File: config.mk
export PLATFORM = sky130hd
export DESIGN_NAME = suspend_mode_controller
export DESIGN_NICKNAME = d
export VERILOG_FILES = /design/src/rtl/suspend_pkg.sv /design/src/rtl/suspend_mode_controller.sv
export SDC_FILE = /design/constraint.sdc
export NUM_CORES = 1
export LEC_CHECK = 0
export ABC_AREA = 1
export BUFFER_PORTS_ARGS = -buffer_cell sky130_fd_sc_hd__buf_2
export CELL_PAD_IN_SITES_DETAIL_PLACEMENT = 0
export CELL_PAD_IN_SITES_GLOBAL_PLACEMENT = 1
export CORE_AREA = 8 8 67 126
export CTS_CLUSTER_DIAMETER = 40
export CTS_CLUSTER_SIZE = 30
export DETAILED_ROUTE_END_ITERATION = 6
export DIE_AREA = 0 0 75 134
export GPL_TIMING_DRIVEN = 0
export PLACE_DENSITY = 0.73
export SYNTH_ARGS = -nofsm -noshare
export SYNTH_HDL_FRONTEND = slang
export SYNTH_SLANG_ARGS = --single-unit
File: constraint.sdc
create_clock -name sys_clk -period 1.9 [get_ports sys_clk]
set_input_delay 0.095 -clock sys_clk [delete_from_list [all_inputs] [get_ports sys_clk]]
set_output_delay 0.095 -clock sys_clk [all_outputs]
set_load 0.02 [all_outputs]
File: src/rtl/suspend_pkg.sv
/*
 power management constants: power_control and suspend key register
 layout, reset values, state encodings and warm-up count.
 assumes an 8-bit special-function-register bus from the cpu core.
*/
package suspend_pkg;
    localparam logic [7:0] PCTL_ADDR      = 8'h87;
    localparam logic [7:0] SKEY_ADDR      = 8'h8e;
    localparam logic [7:0] KEY_VALUE      = 8'h55;
    localparam logic [7:0] PCTL_RESET     = 8'h00;
    localparam logic [7:0] SKEY_RESET     = 8'h00;
    localparam logic [7:0] PCTL_WR_MASK   = 8'hcf;
    localparam int         BIT_IDLE       = 0;
    localparam int         BIT_PDOWN      = 1;
    localparam int         BIT_GF_LO      = 2;
    localparam int         BIT_GF_HI      = 3;
    localparam int         BIT_SER_SEL    = 6;
    localparam int         BIT_BAUD2      = 7;
    localparam int         WARMUP_CYC_DEF = 128;
    localparam int         WARM_W         = 16;

    typedef enum logic [3:0] {
        ST_RUN   = 4'b0001,
        ST_IDLE  = 4'b0010,
        ST_PDOWN = 4'b0100,
        ST_WARM  = 4'b1000
    } pm_state_t;

    typedef struct packed {
        logic       wr;
        logic [7:0] addr;
        logic [7:0] data;
        logic       instr_done;
    } sfr_req_t;
endpackage

File: src/rtl/suspend_mode_controller.sv
/*
 suspend mode controller: key register, power_control register,
 idle / power-down state machine, clock gating and oscillator warm-up.
 assumes sfr writes and instruction-completion strobes arrive in the
 sys_clk domain; interrupt and reset causes arrive as async levels.
*/
// Behaviour
// - idle gates cpu clock, halts cpu; peripheral clocks keep running.
// - cpu state is retained by holding clocks, never by reset.
// - idle entry needs key 0x55 then directly the idle bit set.
// - broken idle sequence clears key or idle bit next cycle.
// - power-down entry needs key 0x55 then directly power-down bit.
// - broken power-down sequence clears key or power-down bit, run on.
// - the mode-bit write is the last instruction before suspension.
// - interrupt in idle restores clock, clears key and idle bit.
// - reset in suspend restores clock, clears key and mode bits.
// - power-down stops cpu and peripheral clocks; watchdog runs.
// - both bits set enters power-down; exit clears both bits.
// - external interrupt wakes power-down after oscillator warm-up.
// - reset exit from power-down holds cpu clock through warm-up.
// - power_control at 87h: baud, serial, flags, power-down, idle; zero.
`timescale 1ns/1ps
module suspend_mode_controller
    import suspend_pkg::*;
#(
    parameter int WARMUP_CYC = WARMUP_CYC_DEF
) (
    // clock and reset
    input  wire logic     sys_clk,
    input  wire logic     rst,
    // sfr access from cpu core
    input  wire sfr_req_t sfr_req,
    input  wire logic [7:0] rd_addr,
    output logic [7:0]    rd_data,
    // wake sources and watchdog enable
    input  wire logic     irq_any,
    input  wire logic     ext_irq_any,
    input  wire logic     wdt_enabled,
    // clock and status outputs
    output logic          cpu_clk_en,
    output logic          periph_clk_en,
    output logic          osc_run,
    output logic          wdt_clk_en,
    output logic          wake_irq,
    output logic [7:0]    power_control
);
    logic       irq_s1_r, irq_s2_r, ext_s1_r, ext_s2_r;
    logic [7:0] pctl_r, pctl_nxt, skey_r, skey_nxt, rd_r, rd_nxt;
    logic       armed_r, armed_nxt, wake_r, wake_nxt;
    logic       cpu_en_r, cpu_en_nxt, per_en_r, per_en_nxt;
    logic       osc_r, osc_nxt, wdt_en_r, wdt_en_nxt;
    logic [WARM_W-1:0] warm_r, warm_nxt;
    logic [WARM_W-1:0] seen_r, seen_nxt;
    logic       pend_r, pend_nxt;
    pm_state_t  st_r, st_nxt;
    logic       wr_pctl, wr_skey;

    assign wr_pctl = sfr_req.wr && sfr_req.addr == PCTL_ADDR;
    assign wr_skey = sfr_req.wr && sfr_req.addr == SKEY_ADDR;

    always_ff @(posedge sys_clk or posedge rst) begin
        if (rst) begin
            irq_s1_r <= 1'b0;
            irq_s2_r <= 1'b0;
            ext_s1_r <= 1'b0;
            ext_s2_r <= 1'b0;
        end else begin
            irq_s1_r <= irq_any;
            irq_s2_r <= irq_s1_r;
            ext_s1_r <= ext_irq_any;
            ext_s2_r <= ext_s1_r;
        end
    end

    always_comb begin
        pctl_nxt   = pctl_r;
        skey_nxt   = skey_r;
        armed_nxt  = armed_r;
        st_nxt     = st_r;
        warm_nxt   = warm_r;
        pend_nxt   = pend_r;
        // cycles spent in warm-up, for the hold check
        seen_nxt   = (st_r == ST_WARM) ? seen_r + 1'b1 : '0;
        wake_nxt   = 1'b0;
        rd_nxt     = 8'h00;
        cpu_en_nxt = 1'b1;
        per_en_nxt = 1'b1;
        osc_nxt    = 1'b1;
        wdt_en_nxt = wdt_enabled;
        case (rd_addr)
            PCTL_ADDR: rd_nxt = pctl_r;
            SKEY_ADDR: rd_nxt = skey_r;
            default:   rd_nxt = 8'h00;
        endcase
        case (st_r)
            ST_RUN: begin
                if (wr_pctl) begin
                    pctl_nxt = sfr_req.data & PCTL_WR_MASK;
                    if (!armed_r) begin
                        // unkeyed mode request is dropped
                        pctl_nxt[BIT_IDLE]  = 1'b0;
                        pctl_nxt[BIT_PDOWN] = 1'b0;
                    end
                end
                if (wr_skey) begin
                    skey_nxt  = sfr_req.data;
                    armed_nxt = sfr_req.data == KEY_VALUE;
                end else if (sfr_req.instr_done || sfr_req.wr) begin
                    // next instruction consumes or breaks the key
                    armed_nxt = 1'b0;
                    skey_nxt  = SKEY_RESET;
                end
                if (armed_r && wr_pctl && sfr_req.data[BIT_PDOWN]) begin
                    st_nxt     = ST_PDOWN;
                    cpu_en_nxt = 1'b0;
                    per_en_nxt = 1'b0;
                    osc_nxt    = 1'b0;
                end else if (armed_r && wr_pctl && sfr_req.data[BIT_IDLE]) begin
                    st_nxt     = ST_IDLE;
                    cpu_en_nxt = 1'b0;
                end
            end
            ST_IDLE: begin
                cpu_en_nxt = 1'b0;
                if (irq_s2_r) begin
                    st_nxt              = ST_RUN;
                    pctl_nxt[BIT_IDLE]  = 1'b0;
                    skey_nxt            = SKEY_RESET;
                    armed_nxt           = 1'b0;
                    cpu_en_nxt          = 1'b1;
                    wake_nxt            = 1'b1;
                end
            end
            ST_PDOWN: begin
                cpu_en_nxt = 1'b0;
                per_en_nxt = 1'b0;
                osc_nxt    = 1'b0;
                if (ext_s2_r) begin
                    st_nxt   = ST_WARM;
                    osc_nxt  = 1'b1;
                    warm_nxt = '0;
                    pend_nxt = 1'b1;
                end
            end
            ST_WARM: begin
                cpu_en_nxt = 1'b0;
                per_en_nxt = 1'b0;
                warm_nxt   = warm_r + 1'b1;
                if (warm_r == WARM_W'(WARMUP_CYC - 1)) begin
                    st_nxt              = ST_RUN;
                    pctl_nxt[BIT_IDLE]  = 1'b0;
                    pctl_nxt[BIT_PDOWN] = 1'b0;
                    skey_nxt            = SKEY_RESET;
                    armed_nxt           = 1'b0;
                    cpu_en_nxt          = 1'b1;
                    per_en_nxt          = 1'b1;
                    // reset warm-up is no wake: core starts at reset vector
                    wake_nxt            = pend_r;
                    pend_nxt            = 1'b0;
                end
            end
            default: st_nxt = ST_RUN;
        endcase
    end

    // any reset restores clocks via warm-up
    always_ff @(posedge sys_clk or posedge rst) begin
        if (rst) begin
            pctl_r   <= PCTL_RESET;
            skey_r   <= SKEY_RESET;
            armed_r  <= 1'b0;
            st_r     <= ST_WARM;
            warm_r   <= '0;
            seen_r   <= '0;
            pend_r   <= 1'b0;
            wake_r   <= 1'b0;
            rd_r     <= 8'h00;
            cpu_en_r <= 1'b0;
            per_en_r <= 1'b0;
            osc_r    <= 1'b1;
            wdt_en_r <= 1'b0;
        end else begin
            pctl_r   <= pctl_nxt;
            skey_r   <= skey_nxt;
            armed_r  <= armed_nxt;
            st_r     <= st_nxt;
            warm_r   <= warm_nxt;
            seen_r   <= seen_nxt;
            pend_r   <= pend_nxt;
            wake_r   <= wake_nxt;
            rd_r     <= rd_nxt;
            cpu_en_r <= cpu_en_nxt;
            per_en_r <= per_en_nxt;
            osc_r    <= osc_nxt;
            wdt_en_r <= wdt_en_nxt;
        end
    end

    assign rd_data       = rd_r;
    assign cpu_clk_en    = cpu_en_r;
    assign periph_clk_en = per_en_r;
    assign osc_run       = osc_r;
    assign wdt_clk_en    = wdt_en_r;
    assign wake_irq      = wake_r;
    assign power_control = pctl_r;

    a_idle_entry: assert property (@(posedge sys_clk)
        disable iff (rst)
        st_r == ST_RUN && armed_r && wr_pctl && sfr_req.data[BIT_IDLE]
        && !sfr_req.data[BIT_PDOWN] |=> st_r == ST_IDLE ##0 !cpu_clk_en
        ##0 periph_clk_en) else $error("idle entry wrong");
    a_unkeyed_drop: assert property (@(posedge sys_clk)
        disable iff (rst)
        st_r == ST_RUN && !armed_r && wr_pctl |=> st_r == ST_RUN
        && pctl_r[1:0] == 2'b00) else $error("unkeyed entry");
    a_pdown_prio: assert property (@(posedge sys_clk)
        disable iff (rst)
        st_r == ST_RUN && armed_r && wr_pctl && sfr_req.data[BIT_PDOWN]
        |=> st_r == ST_PDOWN && !osc_run && !periph_clk_en)
        else $error("power-down entry wrong");
    a_key_consumed: assert property (@(posedge sys_clk)
        disable iff (rst)
        armed_r && !wr_skey && (sfr_req.instr_done || sfr_req.wr)
        && st_r == ST_RUN |=> !armed_r && skey_r == SKEY_RESET)
        else $error("key kept");
    a_idle_wake: assert property (@(posedge sys_clk)
        disable iff (rst)
        st_r == ST_IDLE && irq_s2_r |=> cpu_clk_en && wake_irq
        && !pctl_r[BIT_IDLE] && skey_r == SKEY_RESET)
        else $error("idle wake wrong");
    a_pdown_hold: assert property (@(posedge sys_clk)
        disable iff (rst)
        st_r == ST_PDOWN && !ext_s2_r |=> !cpu_clk_en && !periph_clk_en
        && wdt_clk_en == $past(wdt_enabled)) else $error("power-down leak");
    a_warm_hold: assert property (@(posedge sys_clk)
        disable iff (rst)
        $rose(cpu_clk_en) && $past(st_r) == ST_WARM
        |-> seen_r == WARM_W'(WARMUP_CYC))
        else $error("cpu clock before warm-up");
    a_pdown_exit: assert property (@(posedge sys_clk)
        disable iff (rst)
        $past(st_r) == ST_WARM && st_r == ST_RUN |-> pctl_r[1:0] == 2'b00
        && skey_r == SKEY_RESET && cpu_clk_en && periph_clk_en)
        else $error("power-down exit bits");
endmodule

# Word level (Yosys, flattened, before mapping)
# Index checks and enable logic that the tools add are counted.
# W data, S select, Z words.
[word_totals] reg_bits=53 input_bits=31 output_inout_bits=21 wordCells=88
[classes] addsub=1 n_eq_ne=16 mux=37 reduce_logical=16
[op_table] cell="$eq A8 B8 Y1 const B" count=4
[op_table] cell="$mux W8" count=4
[op_table] cell="$pmux W16 S2" count=1
[op_table] cell="$pmux W8 S3" count=1
[op_table] cell="$mux W4" count=5
[op_table] cell="$add A16 B1 Y16 const B" count=1
[op_table] cell="$eq A16 B7 Y1 const B" count=1
[op_table] cell="$mux W16" count=1
[op_table] cell="$pmux W4 S4" count=1
[op_table] cell="$pmux W8 S2" count=1
[op_table] cell="$mux W1" count=12
[op_table] cell="$reduce_and A4 Y1" count=3
[op_table] cell="$pmux W1 S3" count=3
[op_table] cell="$eq A8 B7 Y1 const B" count=1
[op_table] cell="$pmux W1 S2" count=4
[op_table] cell="$mux W2" count=3
[op_table] cell="$ne A2 B2 Y1 const B" count=3
[op_table] cell="$ne A3 B3 Y1 const B" count=2
[op_table] cell="$reduce_and A3 Y1" count=2
[op_table] cell="$logic_and A1 B1 Y1" count=5
[op_table] cell="$eq A4 B1 Y1 const B" count=1
[op_table] cell="$eq A4 B2 Y1 const B" count=1
[op_table] cell="$eq A4 B3 Y1 const B" count=1
[op_table] cell="$eq A4 B4 Y1 const B" count=1
[op_table] cell="other kinds (6)" count=8

# Longest topological paths before layout
# Gate-level depths: netlist of run 1.
[logic_depth] ltp_word=7 mapped_depth=11 depth_no_buf=10

# Worst setup path after synthesis of run 1
# No wires, ideal clock.
[synth_path] kind="reg2reg" from="register warm_r[0]" to="register skey_r[3]" setup_ns=0.126 t_arrival_ns=1.340 required_time_ns=1.774 setup_slack_ns=0.434 path_stages_with_launch=10 n_path_buf=1 period_less_slack_ns=1.466 cell_sequence="dfrtp_1 ha_1 nand3_4 nor2_4 nand2_2 nand2_4 nand2_4 nor2_8 buf_8 o21ai_0"
[synth_between] elab_chain_len=3
[synth_lines] item="start: declaration" line_no="suspend_mode_controller.sv:52" text="logic [WARM_W-1:0] warm_r, warm_nxt;"
[synth_lines] item="start signal: assignment" line_no="suspend_mode_controller.sv:187" text="warm_r <= warm_nxt;"
[synth_lines] item="$eq A16 B7 Y1" line_no="suspend_mode_controller.sv:149" text="if (warm_r == WARM_W'(WARMUP_CYC - 1)) begin"
[synth_lines] item="$ne A2 B1 Y1 (no line)"
[synth_lines] item="$reduce_and A4 Y1 (no line)"
[synth_lines] item="end signal: assignment" line_no="suspend_mode_controller.sv:184" text="skey_r <= skey_nxt;"
[synth_lines] item="end: declaration" line_no="suspend_mode_controller.sv:48" text="logic [7:0] pctl_r, pctl_nxt, skey_r, skey_nxt, rd_r, rd_nxt;"
# Every way passes these cells.
# A chain may end at the register's enable or synchronous reset.

# Worst setup path in the final report of run 1
[layout_path] from="register warm_r[1]" to="register skey_r[6]"
# The elaborated chain is that of the path after synthesis.

==> results.yml, run 1 <==
run_status:
  status: "finished clean"
synth:
  synth-seq-cells: 53
  synth-seq-area-share_pct: 50.8
  yosysMostFrequentCell: "nand2_1"
  synth_cells: 324
  ys_warn_count: 0
  syn_area_mm2: 0.00262
  synth_top_area_cell: "dfrtp_1"
  ys_top_cells_by_count: "nand2_1, inv_1, dfrtp_1"
  synth-edff-count: 0
  synth.top_cell.area_share_pct: 48.8
  yosysUniqueCellTypes: 32
  synth_flop_cell: "dfrtp_1"
  avgSynthCellArea_um2: 8.07
  ys_top_cells_by_area: "dfrtp_1, nand2_1, inv_1"
  async_flop_share_pct: 100
critical_path:
  setup.worst_path.start: "warm_r[1]"
  max_stage_delay_ns: 0.40
  worstPathRequired_ns: 2.06
  ff2ff_path_depth: 9
  criticalPathCategory: "reg -> reg"
  ff2ff_setup_slack_ns: 0.24
  cp_common_cell: "nand2_4"
  worst_setup_path_start_kind: "flip-flop"
  crit_cells: 9
  crit_chain: "ha_1, nand3_4, nor2_4, nand2_2, nand2_4, nand2_4, nor2_8, buf_8, o21ai_0"
  cpLargestDelayFamily: "simple AND/OR/NAND/NOR gates"
  crit_buf_inv: 1
  crit_path_end: "skey_r[6]"
  worst_path_max_delay_cell: "dfrtp_1"
  worstPathArrival_ns: 1.83
  worst_setup_path_end_kind: "flip-flop"
  cp_max_fo: 10
  rr_endpoint: "skey_r[6]"
  reg2reg_from: "warm_r[1]"
sta:
  worst_slew_pin_slew_ns: 0.603
  clock.fmax_mhz: 601
  setup_ws_ns: 0.235
  setup_viol: 0
  hold_viol: 0
  tns_ns: 0
  drv_slew: 0
  fin_crit_sh_pct: 87.6
  rsz0062_at_grt: "false"
  slew_headroom_pct: 59.6
  skew_ns: 0.00482
  hold_slack_ns: 0.0399
  post-route-min-period_ns: 1.66
clocking:
  cts_num_sinks: 53
  clk_pin_slew_ns: 0.07
  clk_latency_ns: 0.29
  cts_tree: "yes"
  cts.repair.resized: 0
  htree_levels: 2
  postCtsSetupBuffers: 0
  ctsHoldBuffers: 4
  cts_root_buf: "clkbuf_16"
  clk_path_buf_depth: 2
  cts-buffers-inserted: 5
layout:
  nNetsFinal: 418
  antennaDiodeCount: 0
  fillers: 744
  drive_above_1_share_pct: 20.2
  final_cell_area_mm2: 0.00319
  syn2layout_area_growth_pct: 21.9
routing:
  drt-total-wl_mm: 5.72
  via_per_inst: 4.65
  drtAntennaViolNets: 0
  drc: 0
  dr.first_iter.drc_count: 66
  wl_per_cell_um: 12.0
  first_pass_iters: 6
  via_count: 2216
power_and_ir_drop:
  clkPwrFrac_pct: 41.4
  leakagePower_nw: 1.62
  p_comb_share_pct: 6.3
  ir_drop_mv: 0.556
  p_int_mw: 1.72
  sequentialPowerShare_pct: 52.3
  netSwitchingPower_mw: 0.467
  power_mw: 2.19
  p_per_area_mw_per_mm2: 687
  p_sw_share_pct: 21.3
die:
  io_pins: 52
  die_area_mm2: 0.0101
  rows: 43
  initial_core_util_pct: 38.3
  dieHeight_um: 134
  fp.dieW_um: 75
  coreArea_mm2: 0.00683
grt:
  grt_pass1_wl_mm: 9.85
  grt_max_degree: 38
  grt_usage_pct: 12.3
  gr-total-overflow: 0
  antenna_found_initial: 0
  grt_pass1_vias: 2257
placement:
  dpl_worst_slack_ns: 0.227
  portBuffers: 49
  place_area_mm2: 0.00300
  gp_congestion: 0.773
  dp_hpwl_mm: 4.39
hold_path:
  min_path_type: "in -> reg"
flow_run:
  cap_violations: 0
power groups by stage:
| stage | logic [mW] | clock network [mW] | registers, mW |
|---|---|---|---|
| final | 0.137 | 0.906 | 1.15 |
| after global routing | 0.155 | 0.972 | 1.15 |
| after CTS | 0.141 | 0.940 | 1.15 |
| after detailed placement | 0.134 | 0 | 1.17 |
| after global placement | 0.127 | 0 | 1.17 |
| after floorplan | 0.0600 | 0 | 1.18 |
cell usage in the layout (no fill, tap or decap), types with 4 or more instances in the layout:
| cell type | n |
|---|---|
| nand2_1 | 73 |
| inv_1 | 60 |
| dfrtp_1 | 51 |
| buf_2 | 50 |
| nor2_1 | 31 |
| o21ai_0 | 25 |
| nand3_1 | 17 |
| nor3_1 | 12 |
| o22ai_1 | 7 |
| a21oi_1 | 6 |
| nand4_1 | 5 |
| clkbuf_16 | 5 |
| nand2_2 | 4 |
| o21ai_1 | 4 |
| dlygate4sd3_1 | 4 |
state kept, by name, summed over array words and instances, names as in the netlist:
name           flops
armed_r            1
st_r               4
cpu_clk_en         1
periph_clk_en      1
power_control      6
pend_r             1
warm_r            16
wake_irq           1
irq_s1_r           1
wdt_clk_en         1
irq_s2_r           1
skey_r             8
rd_data            8
ext_s1_r           1
osc_run            1
ext_s2_r           1
cell families (layout without fill, tap and decap cells):
logic type                 count (synthesis)  after routing  share of synthesized area, %
and+or+nand+nor                          153            153                          27.2
AOI/OAI and AO/OA                         47             47                          10.0
adders and majority gates                  1              1                         0.478
buffers and inverters                     66            128                          10.4
other                                      1              2                         0.143
DFF                                       53             53                          50.8
xor gates and xnor gates                   3              3                          1.00
cell type report:
cell class	count	area, um^2	area share [%]
sequential	53	1330	41.7
clock buffer	7	143	4.47
tap	90	113	3.53
multi-input combinational	206	1020	32.0
buffer	5	42.5	1.33
clock inverter	1	7.51	0.235
timing repair buffer	54	305	9.58
inverter	61	229	7.18
metal layers:
metal	vias up	global-route usage [%]	share of wire [%]	routed length (um)
met3	6	2.62	5.6	320
met2	47	20.4	48	2750
met5	-	0	0	0
met1	1023	14.8	45	2560
met4	0	4.62	1.6	89
li1	1140	-	-	-
how the worst min path moves through the flow:
stage / from / slack (ns) / cells past startpoint / end
2_1_floorplan: ext_irq_any / 0.13 / 0 / ext_s1_r
3_3_place_gp: irq_any / 0.21 / 1 / irq_s1_r
3_5_place_dp: rst / 0.10 / 2 / warm_r[3]
4_1_cts: sfr_req[7] / 0.04 / 3 / power_control[6]
5_1_grt: sfr_req[4] / 0.05 / 3 / power_control[3]
6_report: sfr_req[7] / 0.04 / 3 / power_control[6]
metrics by stage:
| stage | utilization [%] | instances |
|---|---|---|
| CTS | 46.7 | 477 |
| floorplan | - | 325 |
| global route | 46.7 | 477 |
| detailed placement | 43.9 | 465 |
| global placement | 43.6 | 464 |
| finish | 46.7 | 477 |
worst min-delay path, cell delays in order:
cell	delay (ns)
buf_2	0.09
nand2_1	0.04
o21ai_0	0.06
Note: power is estimated with default switching activity, not from simulation.
==> run 2: changes to the inputs <==
--- a/config.mk
+++ b/config.mk
@@ -9,13 +9,13 @@
 export BUFFER_PORTS_ARGS = -buffer_cell sky130_fd_sc_hd__buf_2
 export CELL_PAD_IN_SITES_DETAIL_PLACEMENT = 0
 export CELL_PAD_IN_SITES_GLOBAL_PLACEMENT = 1
-export CORE_AREA = 8 8 67 126
+export CORE_AREA = 8 8 65 123
 export CTS_CLUSTER_DIAMETER = 40
 export CTS_CLUSTER_SIZE = 30
 export DETAILED_ROUTE_END_ITERATION = 6
-export DIE_AREA = 0 0 75 134
+export DIE_AREA = 0 0 73 131
 export GPL_TIMING_DRIVEN = 0
-export PLACE_DENSITY = 0.73
+export PLACE_DENSITY = 0.78
 export SYNTH_ARGS = -nofsm -noshare
 export SYNTH_HDL_FRONTEND = slang
 export SYNTH_SLANG_ARGS = --single-unit
==> constraint.sdc (replaced) <==
create_clock -name sys_clk -period 2.02 [get_ports sys_clk]
set_input_delay 0.101 -clock sys_clk [delete_from_list [all_inputs] [get_ports sys_clk]]
set_output_delay 0.101 -clock sys_clk [all_outputs]
set_load 0.02 [all_outputs]
==> run 2 against run 1 <==
Compared with the run above: critical path depth is the same; critical endpoint is now skey_r[4]; cell area increased by 0.35%; count of clock-buffer cells in the layout down 1; clock power is 3.9% higher; flip-flop and latch count is the same; power down 1.9%; critical path type unchanged; setup slack improved by 0.12 ns.
==> results.yml, run 2 (same netlist as run 1, synthesis figures left out) <==
grt:
  grt_pass1_wl_mm: 9.95
  grt_usage_pct: 13.2
  antenna_found_initial: 0
  grt_max_degree: 32
  gr-total-overflow: 0
  grt_pass1_vias: 2179
sta:
  hold_slack_ns: 0.0395
  slew_headroom_pct: 62.1
  post-route-min-period_ns: 1.66
  setup_viol: 0
  skew_ns: 0.00464
  clock.fmax_mhz: 602
  rsz0062_at_grt: "false"
  fin_crit_sh_pct: 82.2
  tns_ns: 0
  worst_slew_pin_slew_ns: 0.563
  drv_slew: 0
  hold_viol: 0
run_status:
  status: "finished clean"
critical_path:
  worstPathRequired_ns: 2.19
  criticalPathCategory: "reg -> reg"
  cp_max_fo: 10
  worstPathArrival_ns: 1.83
  rr_endpoint: "skey_r[4]"
  reg2reg_from: "warm_r[1]"
  worst_setup_path_end_kind: "flip-flop"
  ff2ff_setup_slack_ns: 0.36
  worst_setup_path_start_kind: "flip-flop"
  ff2ff_path_depth: 9
clocking:
  clk_latency_ns: 0.29
  htree_levels: 2
  cts_tree: "yes"
  cts_root_buf: "clkbuf_16"
  clk_pin_slew_ns: 0.06
  cts-buffers-inserted: 5
  cts_num_sinks: 53
  clk_path_buf_depth: 2
flow_run:
  cap_violations: 0
die:
  initial_core_util_pct: 40.5
  die_area_mm2: 0.00956
  fp.dieW_um: 73
  io_pins: 52
  rows: 42
  dieHeight_um: 131
  coreArea_mm2: 0.00646
routing:
  drtAntennaViolNets: 0
  via_count: 2192
  via_per_inst: 4.61
  drc: 0
  wl_per_cell_um: 11.7
  first_pass_iters: 4
  dr.first_iter.drc_count: 71
  drt-total-wl_mm: 5.57
hold_path:
  min_from: "sfr_req[7]"
  whs_endpoint: "power_control[6]"
  min_path_type: "in -> reg"
  worstHoldPathCells: 3
layout:
  antennaDiodeCount: 0
  final_util_pct: 49.5
  drive_above_1_share_pct: 20.2
  nNetsFinal: 418
  syn2layout_area_growth_pct: 22.3
  top_register: "warm_r"
  final_common_cell: "nand2_1"
  final_cell_mix: "nand2_1, inv_1, dfrtp_1"
  largest_register_ffs: 16
power_and_ir_drop:
  p_per_area_mw_per_mm2: 671
  ir_drop_mv: 0.403
  leakagePower_nw: 1.63
placement:
  dp_hpwl_mm: 4.30
  gp_congestion: 0.798
  portBuffers: 49
## run 2: power breakdown
group          internal (mW)  switching, mW  total (mW)
clock                  0.583          0.358       0.941
sequential              1.07        0.00461        1.08
combinational         0.0527         0.0757       0.128
## run 2: worst max-delay path: stages, from the launching register on
cell	delay, ns
dfrtp_1	0.39
ha_1	0.25
nand3_4	0.13
nor2_4	0.14
nand2_2	0.08
nand2_4	0.09
nand2_4	0.07
nor2_8	0.14
buf_8	0.15
o21ai_0	0.09
## run 2: cell type report
class                      count  area (um^2)
sequential                    53         1330
fill                         672         3260
clock buffer                   6          129
multi-input combinational    206         1020
tap                           88          110
inverter                      61          229
buffer                         5         42.5
timing repair buffer          54          305
clock inverter                 2         35.0
## run 2: metrics by stage
stage | total power [mW] | area (um^2) | worst slack, ns | instances
6_report | 2.15 | 3200 | 0.360 | 475
5_1_grt | 2.24 | 3200 | 0.215 | 475
4_1_cts | 2.19 | 3200 | 0.356 | 475
3_5_place_dp | 1.22 | 3000 | 0.362 | 463
3_3_place_gp | 1.22 | 2980 | -0.0487 | 462
2_1_floorplan | 1.16 | 2620 | 0.554 | 325
## run 2: routing by layer
metal	global-route usage, %	routed length [um]	up-vias
met2	20.6	2510	47
met5	0	0	-
met4	5.70	107	0
met3	3.98	354	8
li1	-	-	1142
met1	16.3	2600	995
## run 2: how the worst max path moves through the flow
stage	from	depth (start not counted)	slack [ns]	to
after floorplan	warm_r[0]	9	0.55	skey_r[3]
after global placement	rst	2	-0.05	skey_r[4]
after detailed placement	warm_r[0]	9	0.36	skey_r[4]
after CTS	warm_r[0]	9	0.36	skey_r[4]
after global routing	warm_r[0]	9	0.21	skey_r[4]
final	warm_r[1]	9	0.36	skey_r[4]
## run 2: timing repair
item                                   CTS  global route
buffers inserted                         0             0
hold buffers                             4             0
resized for setup                        0             0
endpoints found under the hold margin   24             0
